===== config.mk =====
export PLATFORM = sky130hd
export DESIGN_NAME = lssf_top
export DESIGN_NICKNAME = d
export VERILOG_FILES = /design/src/hw/lssf_pkg.sv /design/src/hw/lssf_top.sv
export SDC_FILE = /design/constraint.sdc
export NUM_CORES = 1
export LEC_CHECK = 0
export ABC_AREA = 1
export BUFFER_PORTS_ARGS = -buffer_cell sky130_fd_sc_hd__buf_2
export CORE_AREA = 3 3 77 93
export DETAILED_ROUTE_END_ITERATION = 8
export DIE_AREA = 0 0 80 96
export GPL_TIMING_DRIVEN = 0
export PLACE_DENSITY = 0.77
export SYNTH_ARGS = -nofsm -noshare
export SYNTH_HDL_FRONTEND = slang
export SYNTH_SLANG_ARGS = --single-unit

===== constraint.sdc =====
create_clock -name MCLK -period 1.4 [get_ports MCLK]
set_input_delay 0.14 -clock MCLK [delete_from_list [all_inputs] [get_ports MCLK]]
set_output_delay 0.14 -clock MCLK [all_outputs]
set_load 0.02 [all_outputs]

===== src/hw/lssf_pkg.sv =====
// constants of the serial status flag block
// assumes a byte-wide register port and event strobes from the receiver
// Functional notes
// - set tx empty flag, bit 7, when holding buffer moves to shifter
// - request serial interrupt while tx empty and its enable are set
// - set tx done flag, bit 6, after a data character; interrupt if enabled
// - preamble or break transmission leaves tx done flag untouched
// - status read then data write clears tx empty and tx done
// - set rx full flag, bit 5, on data register load; interrupt if enabled
// - set idle flag, bit 4, on idle line; interrupt if enabled
// - idle flag sets again only after rx full flag was set meanwhile
// - header error flag, bit 3, on sync corruption, header timeout or overrun
// - header error clears only after sync lock released; interrupts with rx enable
// - outside headers the header error flag reports receive overrun
// - noise flag, bit 2, works in master mode; meaningless in slave mode
// - slave framing error, bit 1, needs stop dominant and another bit recessive
// - slave break never sets framing error; header detect flag does instead while header wake select, mode bit 2, is clear
// - parity error, bit 0, set on parity fault when checking enabled
// - status read then data read clears rx full, idle, parity error
// - muted receiver drops non-break framing errors without flagging
package lssf_pkg;
    localparam logic [2:0] ADR_STATUS = 3'h0;
    localparam logic [2:0] ADR_DATA = 3'h1;
    localparam logic [2:0] ADR_CTRL1 = 3'h2;
    localparam logic [2:0] ADR_CTRL2 = 3'h3;
    localparam logic [2:0] ADR_MODE = 3'h4;
    localparam logic [2:0] ADR_IRQ_ST = 3'h5;
    localparam logic [2:0] ADR_IRQ_MSK = 3'h6;
    localparam int B_TXE = 7;
    localparam int B_TXD = 6;
    localparam int B_RXF = 5;
    localparam int B_IDLE = 4;
    localparam int B_HDR = 3;
    localparam int B_NOISE = 2;
    localparam int B_FRAME = 1;
    localparam int B_PAR = 0;
    localparam int B_TX_IE = 7;
    localparam int B_TXD_IE = 6;
    localparam int B_RX_IE = 5;
    localparam int B_IDLE_IE = 4;
    localparam int B_PCE = 2;
    localparam int B_PIE = 0;
    localparam int B_LIN_EN = 0;
    localparam int B_SLAVE = 1;
    localparam int B_HWS = 2;
    localparam int B_HDF = 7;
    localparam logic [7:0] STATUS_RST = 8'hC0;
    localparam logic [7:0] TX_CLR_MASK = 8'hC0;
    localparam logic [7:0] RX_CLR_MASK = 8'h3F;
    localparam logic [7:0] CTRL1_MASK = 8'hFD;
    localparam logic [7:0] MODE_WR_MASK = 8'h07;
    localparam logic [7:0] ZERO8 = 8'h00;
endpackage


===== src/hw/lssf_top.sv =====
// status flags, flag interrupts and clear sequences of a LIN serial port
// assumes the shifters, baud logic and header detector deliver one-cycle event strobes
`timescale 1ns/10ps
`default_nettype none
module lssf_top (
    input wire logic MCLK,
    input wire logic SRST,
    input wire logic [2:0] ADDR,
    input wire logic [7:0] WDATA,
    input wire logic WR,
    input wire logic RD,
    output logic [7:0] RDATA,
    input wire logic TX_LOAD,
    input wire logic TX_DONE_DATA,
    input wire logic TX_DONE_SPECIAL,
    input wire logic RX_LOAD,
    input wire logic [7:0] RX_DATA,
    input wire logic IDLE_DET,
    input wire logic SYNC_CORRUPT,
    input wire logic HDR_TIMEOUT,
    input wire logic OVERRUN,
    input wire logic SYNC_LOCK,
    input wire logic NOISE_DET,
    input wire logic CHAR_DONE,
    input wire logic STOP_BIT,
    input wire logic ONE_SEEN,
    input wire logic BREAK_DET,
    input wire logic PARITY_ERR,
    input wire logic MUTED,
    output logic [7:0] TX_DATA,
    output logic TX_WRITE,
    output logic LIN_EN,
    output logic SLAVE_SEL,
    output logic HDR_WAKE_SEL,
    output logic SER_IRQ,
    output logic IRQ
);
    typedef struct packed {
        logic [7:0] st;
        logic [7:0] arm;
        logic idle_blk;
        logic [7:0] cr1;
        logic [7:0] cr2;
        logic [7:0] mode;
        logic [7:0] irq_st;
        logic [7:0] irq_msk;
        logic [7:0] rx_data;
        logic [7:0] tx_data;
        logic tx_wr;
        logic [7:0] rdata;
    } lssf_state_t;

    lssf_state_t s_r;
    lssf_state_t s_nxt;
    logic [7:0] ev;
    logic [7:0] clr;
    logic slave;
    logic st_rd;
    logic dt_rd;
    logic dt_wr;

    // one strobe qualified by one register index
    function automatic logic acc(input logic strobe, input logic [2:0] a, input logic [2:0] idx);
        return strobe && a == idx;
    endfunction

    always_comb begin
        slave = s_r.mode[lssf_pkg::B_LIN_EN] & s_r.mode[lssf_pkg::B_SLAVE];
        st_rd = acc(RD, ADDR, lssf_pkg::ADR_STATUS);
        dt_rd = acc(RD, ADDR, lssf_pkg::ADR_DATA);
        dt_wr = acc(WR, ADDR, lssf_pkg::ADR_DATA);
        ev = lssf_pkg::ZERO8;
        ev[lssf_pkg::B_TXE] = TX_LOAD;
        ev[lssf_pkg::B_TXD] = TX_DONE_DATA;
        ev[lssf_pkg::B_RXF] = RX_LOAD;
        ev[lssf_pkg::B_IDLE] = IDLE_DET & ~s_r.idle_blk;
        // overrun flags here both inside and outside a header
        ev[lssf_pkg::B_HDR] = SYNC_CORRUPT | HDR_TIMEOUT | OVERRUN;
        ev[lssf_pkg::B_NOISE] = NOISE_DET & ~slave;
        // slave: real framing fault only; muted: non-break faults dropped
        ev[lssf_pkg::B_FRAME] = CHAR_DONE & ~STOP_BIT
            & ~(slave & (BREAK_DET | ~ONE_SEEN))
            & ~(MUTED & ~BREAK_DET);
        ev[lssf_pkg::B_PAR] = PARITY_ERR & s_r.cr1[lssf_pkg::B_PCE];

        clr = lssf_pkg::ZERO8;
        if (dt_wr) begin
            clr = s_r.arm & lssf_pkg::TX_CLR_MASK;
        end else if (dt_rd) begin
            clr = s_r.arm & lssf_pkg::RX_CLR_MASK;
            // header error held while the sync state is locked
            if (SYNC_LOCK) begin
                clr[lssf_pkg::B_HDR] = 1'b0;
            end
        end

        s_nxt = s_r;
        s_nxt.tx_wr = 1'b0;
        // set wins over a clear in the same cycle
        s_nxt.st = (s_r.st & ~clr) | ev;
        if (st_rd) begin
            s_nxt.arm = s_r.st;
        end else if (dt_wr || dt_rd) begin
            s_nxt.arm = s_r.arm & ~clr;
        end
        if (RX_LOAD) begin
            s_nxt.rx_data = RX_DATA;
        end
        // a load in the same cycle as the idle set is not in between
        if (ev[lssf_pkg::B_IDLE]) begin
            s_nxt.idle_blk = 1'b1;
        end else if (RX_LOAD) begin
            s_nxt.idle_blk = 1'b0;
        end
        if (dt_wr) begin
            s_nxt.tx_data = WDATA;
            s_nxt.tx_wr = 1'b1;
        end
        if (acc(WR, ADDR, lssf_pkg::ADR_CTRL1)) begin
            s_nxt.cr1 = WDATA & lssf_pkg::CTRL1_MASK;
        end
        if (acc(WR, ADDR, lssf_pkg::ADR_CTRL2)) begin
            s_nxt.cr2 = WDATA;
        end
        if (acc(WR, ADDR, lssf_pkg::ADR_MODE)) begin
            s_nxt.mode = (s_r.mode & ~lssf_pkg::MODE_WR_MASK) | (WDATA & lssf_pkg::MODE_WR_MASK);
        end
        // header detect acts as the slave break flag, cleared like framing error
        if (dt_rd && s_r.arm[lssf_pkg::B_FRAME]) begin
            s_nxt.mode[lssf_pkg::B_HDF] = 1'b0;
        end
        if (slave && BREAK_DET && CHAR_DONE && !s_r.mode[lssf_pkg::B_HWS]) begin
            s_nxt.mode[lssf_pkg::B_HDF] = 1'b1;
        end
        if (acc(WR, ADDR, lssf_pkg::ADR_IRQ_MSK)) begin
            s_nxt.irq_msk = WDATA;
        end
        if (acc(RD, ADDR, lssf_pkg::ADR_IRQ_ST)) begin
            s_nxt.irq_st = ev;
        end else begin
            s_nxt.irq_st = s_r.irq_st | ev;
        end
        case (ADDR)
            lssf_pkg::ADR_STATUS: s_nxt.rdata = s_r.st;
            lssf_pkg::ADR_DATA: s_nxt.rdata = s_r.rx_data;
            lssf_pkg::ADR_CTRL1: s_nxt.rdata = s_r.cr1;
            lssf_pkg::ADR_CTRL2: s_nxt.rdata = s_r.cr2;
            lssf_pkg::ADR_MODE: s_nxt.rdata = s_r.mode;
            lssf_pkg::ADR_IRQ_ST: s_nxt.rdata = s_r.irq_st;
            lssf_pkg::ADR_IRQ_MSK: s_nxt.rdata = s_r.irq_msk;
            default: s_nxt.rdata = lssf_pkg::ZERO8;
        endcase
        if (!RD) begin
            s_nxt.rdata = lssf_pkg::ZERO8;
        end
    end

    always_ff @(posedge MCLK) begin
        if (SRST) begin
            s_r <= '0;
            s_r.st <= lssf_pkg::STATUS_RST;
        end else begin
            s_r <= s_nxt;
        end
    end

    assign RDATA = s_r.rdata;
    assign TX_DATA = s_r.tx_data;
    assign TX_WRITE = s_r.tx_wr;
    assign LIN_EN = s_r.mode[lssf_pkg::B_LIN_EN];
    assign SLAVE_SEL = s_r.mode[lssf_pkg::B_SLAVE];
    assign HDR_WAKE_SEL = s_r.mode[lssf_pkg::B_HWS];
    // header error shares the receive enable
    assign SER_IRQ = (s_r.st[lssf_pkg::B_TXE] & s_r.cr2[lssf_pkg::B_TX_IE])
        | (s_r.st[lssf_pkg::B_TXD] & s_r.cr2[lssf_pkg::B_TXD_IE])
        | ((s_r.st[lssf_pkg::B_RXF] | s_r.st[lssf_pkg::B_HDR]) & s_r.cr2[lssf_pkg::B_RX_IE])
        | (s_r.st[lssf_pkg::B_IDLE] & s_r.cr2[lssf_pkg::B_IDLE_IE])
        | (s_r.st[lssf_pkg::B_PAR] & s_r.cr1[lssf_pkg::B_PIE]);
    assign IRQ = |(s_r.irq_st & s_r.irq_msk);
endmodule
`default_nettype wire


==> run_results.csv <==
group,metric,value,unit
sta,drv_slew,0,
critical_path,worstPathArrival,1240,ps
critical_path,cp_data_required_time,1260,ps
logic_synthesis,synth_async_sr_flop_share,0,%
hold_path,worstHoldStart,"TX_LOAD",
placement,pre_cts_ws,26.15,ps
routing,dr.first_iter.drc_count,318,
routing,detail-route-antenna-nets,0,
sta,finalClockSkew,6.095,ps
floorplan,io_pins,61,
logic_synthesis,synth_most_common_cell,"nand2_1",
cells_and_area,syn_to_final_growth,20.68,%
global_route,overflow,0,
logic_synthesis,ys.flop_type,"dfxtp_1",
logic_synthesis,synthTopCellsByCount,"78 x nand2_1, 77 x dfxtp_1, 74 x nor2_1, 46 x o21ai_0, 40 x nand3_1",
logic_synthesis,synthCells,470,
cells_and_area,drive_gt1_share,24.40,%
logic_synthesis,ys_ff_latch,77,
cells_and_area,layout.nets,580,
critical_path,crit_type,"reg -> out",
critical_path,r2r-start,"LIN_EN$_SDFFE_PP0P_",
floorplan,fp.dieH,96,µm
placement,io_buffers,56,
logic_synthesis,synth_warnings,0,
logic_synthesis,synthTopCellsByArea,"dfxtp_1 45%, nand2_1 8.5%, nor2_1 8.1%",
power,powerDensity,1217,nW/µm²
routing,avgRoutedWirePerCell,15.16,µm
sta,rsz0062_at_grt,"yes",
floorplan,dieArea,7680,µm²
logic_synthesis,syn_avg_cell_area,7.337,µm²
hold_path,hold_path_depth,3,
sta,slew-limit-headroom,65.69,%
sta,fin_setup_tns,0,ps
sta,period_share,98.52,%
critical_path,reg2regPathDepth,4,
sta,setup_slack,20.73,ps
routing,viasPerCell,5.392,
floorplan,core,6406,µm²
placement,place_congestion,0.9709,
logic_synthesis,yosys.area.top_type,"dfxtp_1",
critical_path,cp-start-kind,"flip-flop",
clock_network,htree_levels,3,
global_route,grt_max_degree,13,
critical_path,crit_path_end_kind,"primary output",
logic_synthesis,synth-seq-area-share,44.70,%
logic_synthesis,synth_top_area_share,44.70,%
sta,clock.fmax,0.7250,GHz
floorplan,fp-row-count,32,
routing,num_vias,3397,
cells_and_area,n_antenna_cell,0,
hold_path,hold_path.class,"in -> reg",
global_route,grt_pass1_vias,3087,
logic_synthesis,syn_area,3448,µm²
clock_network,cts_max_path_buffers,2,
sta,setup_viol,0,
critical_path,path_max_fanout,2,
hold_path,hold_path_end,"s_r[81]$_SDFF_PP1_",
routing,drc,0,
critical_path,ff2ff_setup_slack,430,ps
critical_path,timing.rr.end,"RDATA[0]$_SDFF_PP0_",
global_route,grt.total_usage,26.42,%
clock_network,cts_tree,"yes",
placement,dp_hpwl,7098,µm
clock_network,root_buffer,"clkbuf_8",
clock_network,clock_latency,350,ps
power,p_leak,1.873,nW
logic_synthesis,ys_types,27,
routing,routed_wl,9550,µm
power,ir_worst_vdd,0.7846,mV
floorplan,fp.dieW,80,µm
sta,period_minus_slack,1379,ps
global_route,grt_pass1_wl,15320,µm
routing,dr.pass1.iters,5,
logic_synthesis,synth-edff-count,0,
clock_network,clkTransAtPathRegs,80,ps
logic_synthesis,synth_nets,509,
sta,hold_viol,0,
run_status,status,"complete, no violations",
clock_network,cts_made_buffers,9,
clock_network,cts_sinks,77,
floorplan,start_util,53.83,%
sta,tightest_slew,514.6,ps
global_route,antenna_found_initial,0,
run,maxCapViolCount,0,
[cell usage in the layout (no fill, tap or decap), drive strengths merged]
cell type     n
dfxtp        77
inv          36
buf          86
o21ai        49
o22ai         2
nor2         80
nand4        17
clkbuf       20
a21oi        37
nor3         11
nand2        82
bufinv        4
dlygate4sd3   2
nand3        41
or2           1
[what timing repair did]
action | 4_1_cts | 5_1_grt
endpoints found under the hold margin | 2 | 0
hold buffers | 2 | 0
buffers inserted | 1 | 1
setup endpoints to repair | 2 | 2
resized for setup | 10 | 10
pin swaps | 0 | 1
[through the flow]
step / cell area [µm²] / cells / power, W / util [%] / hold WS (ps)
4_1_cts: 4139 / 629 / 0.005059 / 64.61 / 1.703
5_1_grt: 4161 / 630 / 0.005235 / 64.96 / 9.662
6_report: 4161 / 630 / 0.005065 / 64.96 / 2.608
2_1_floorplan: 3448 / 470 / 0.002695 / - / 209.1
3_3_place_gp: 3835 / 611 / 0.002875 / 59.86 / 351.6
3_5_place_dp: 3835 / 611 / 0.002888 / 59.86 / 356.1
[flip-flops by register name, summed over array words and instances, names as in the netlist]
name	count
TX_DATA	8
TX_WRITE	1
LIN_EN	1
RDATA	8
SLAVE_SEL	1
HDR_WAKE_SEL	1
s_r	57
[worst max path at each step]
stage	from	to	slack, ps
after floorplan	ADDR[1]	TX_DATA[1]$_SDFFE_PP0N_	280
after global placement	ADDR[1]	s_r[81]$_SDFF_PP1_	80
after detailed placement	ADDR[1]	s_r[81]$_SDFF_PP1_	30
after CTS	s_r[38]$_SDFF_PP0_	IRQ	20
after global routing	s_r[57]$_SDFFE_PP0P_	SER_IRQ	-10
final	s_r[38]$_SDFF_PP0_	IRQ	20
[per-layer routing]
layer,routed length (µm),share of wire (%),global-route usage [%]
met3,569,6.0,4.775
met2,4624,48,44.41
met4,346,3.6,12.68
met1,4010,42,32.57
met5,0,0,0
[power by group]
group	switching, W	leakage [nW]	internal (W)	total (W)
clock network	0.000790	0.130	0.00140	0.00219
logic	0.000329	1.11	0.000196	0.000525
registers	0.0000627	0.632	0.00228	0.00235
[logic make-up after synthesis]
kind of cell	count (synthesis)	share of synthesized area, %
simple gates	232	31.21
compound gates	88	12.84
buf+inv	73	11.25
flops	77	44.70
[area by class of cell]
class / count / area (µm²)
multi-input combinational: 320 / 1526
buffer: 37 / 250.2
fill: 594 / 2245
inverter: 36 / 137.6
clock inverter: 4 / 120.1
sequential: 77 / 1555
tap: 85 / 106.4
clock buffer: 11 / 141.4
timing repair buffer: 60 / 324.1
[critical path: stages, from the launching register on]
cell and delay (ps):
dfxtp_2 340, nand2_1 80, nand4_1 90, or2_4 250
buf_6 130
No activity file was read; power rests on OpenSTA's default activity.
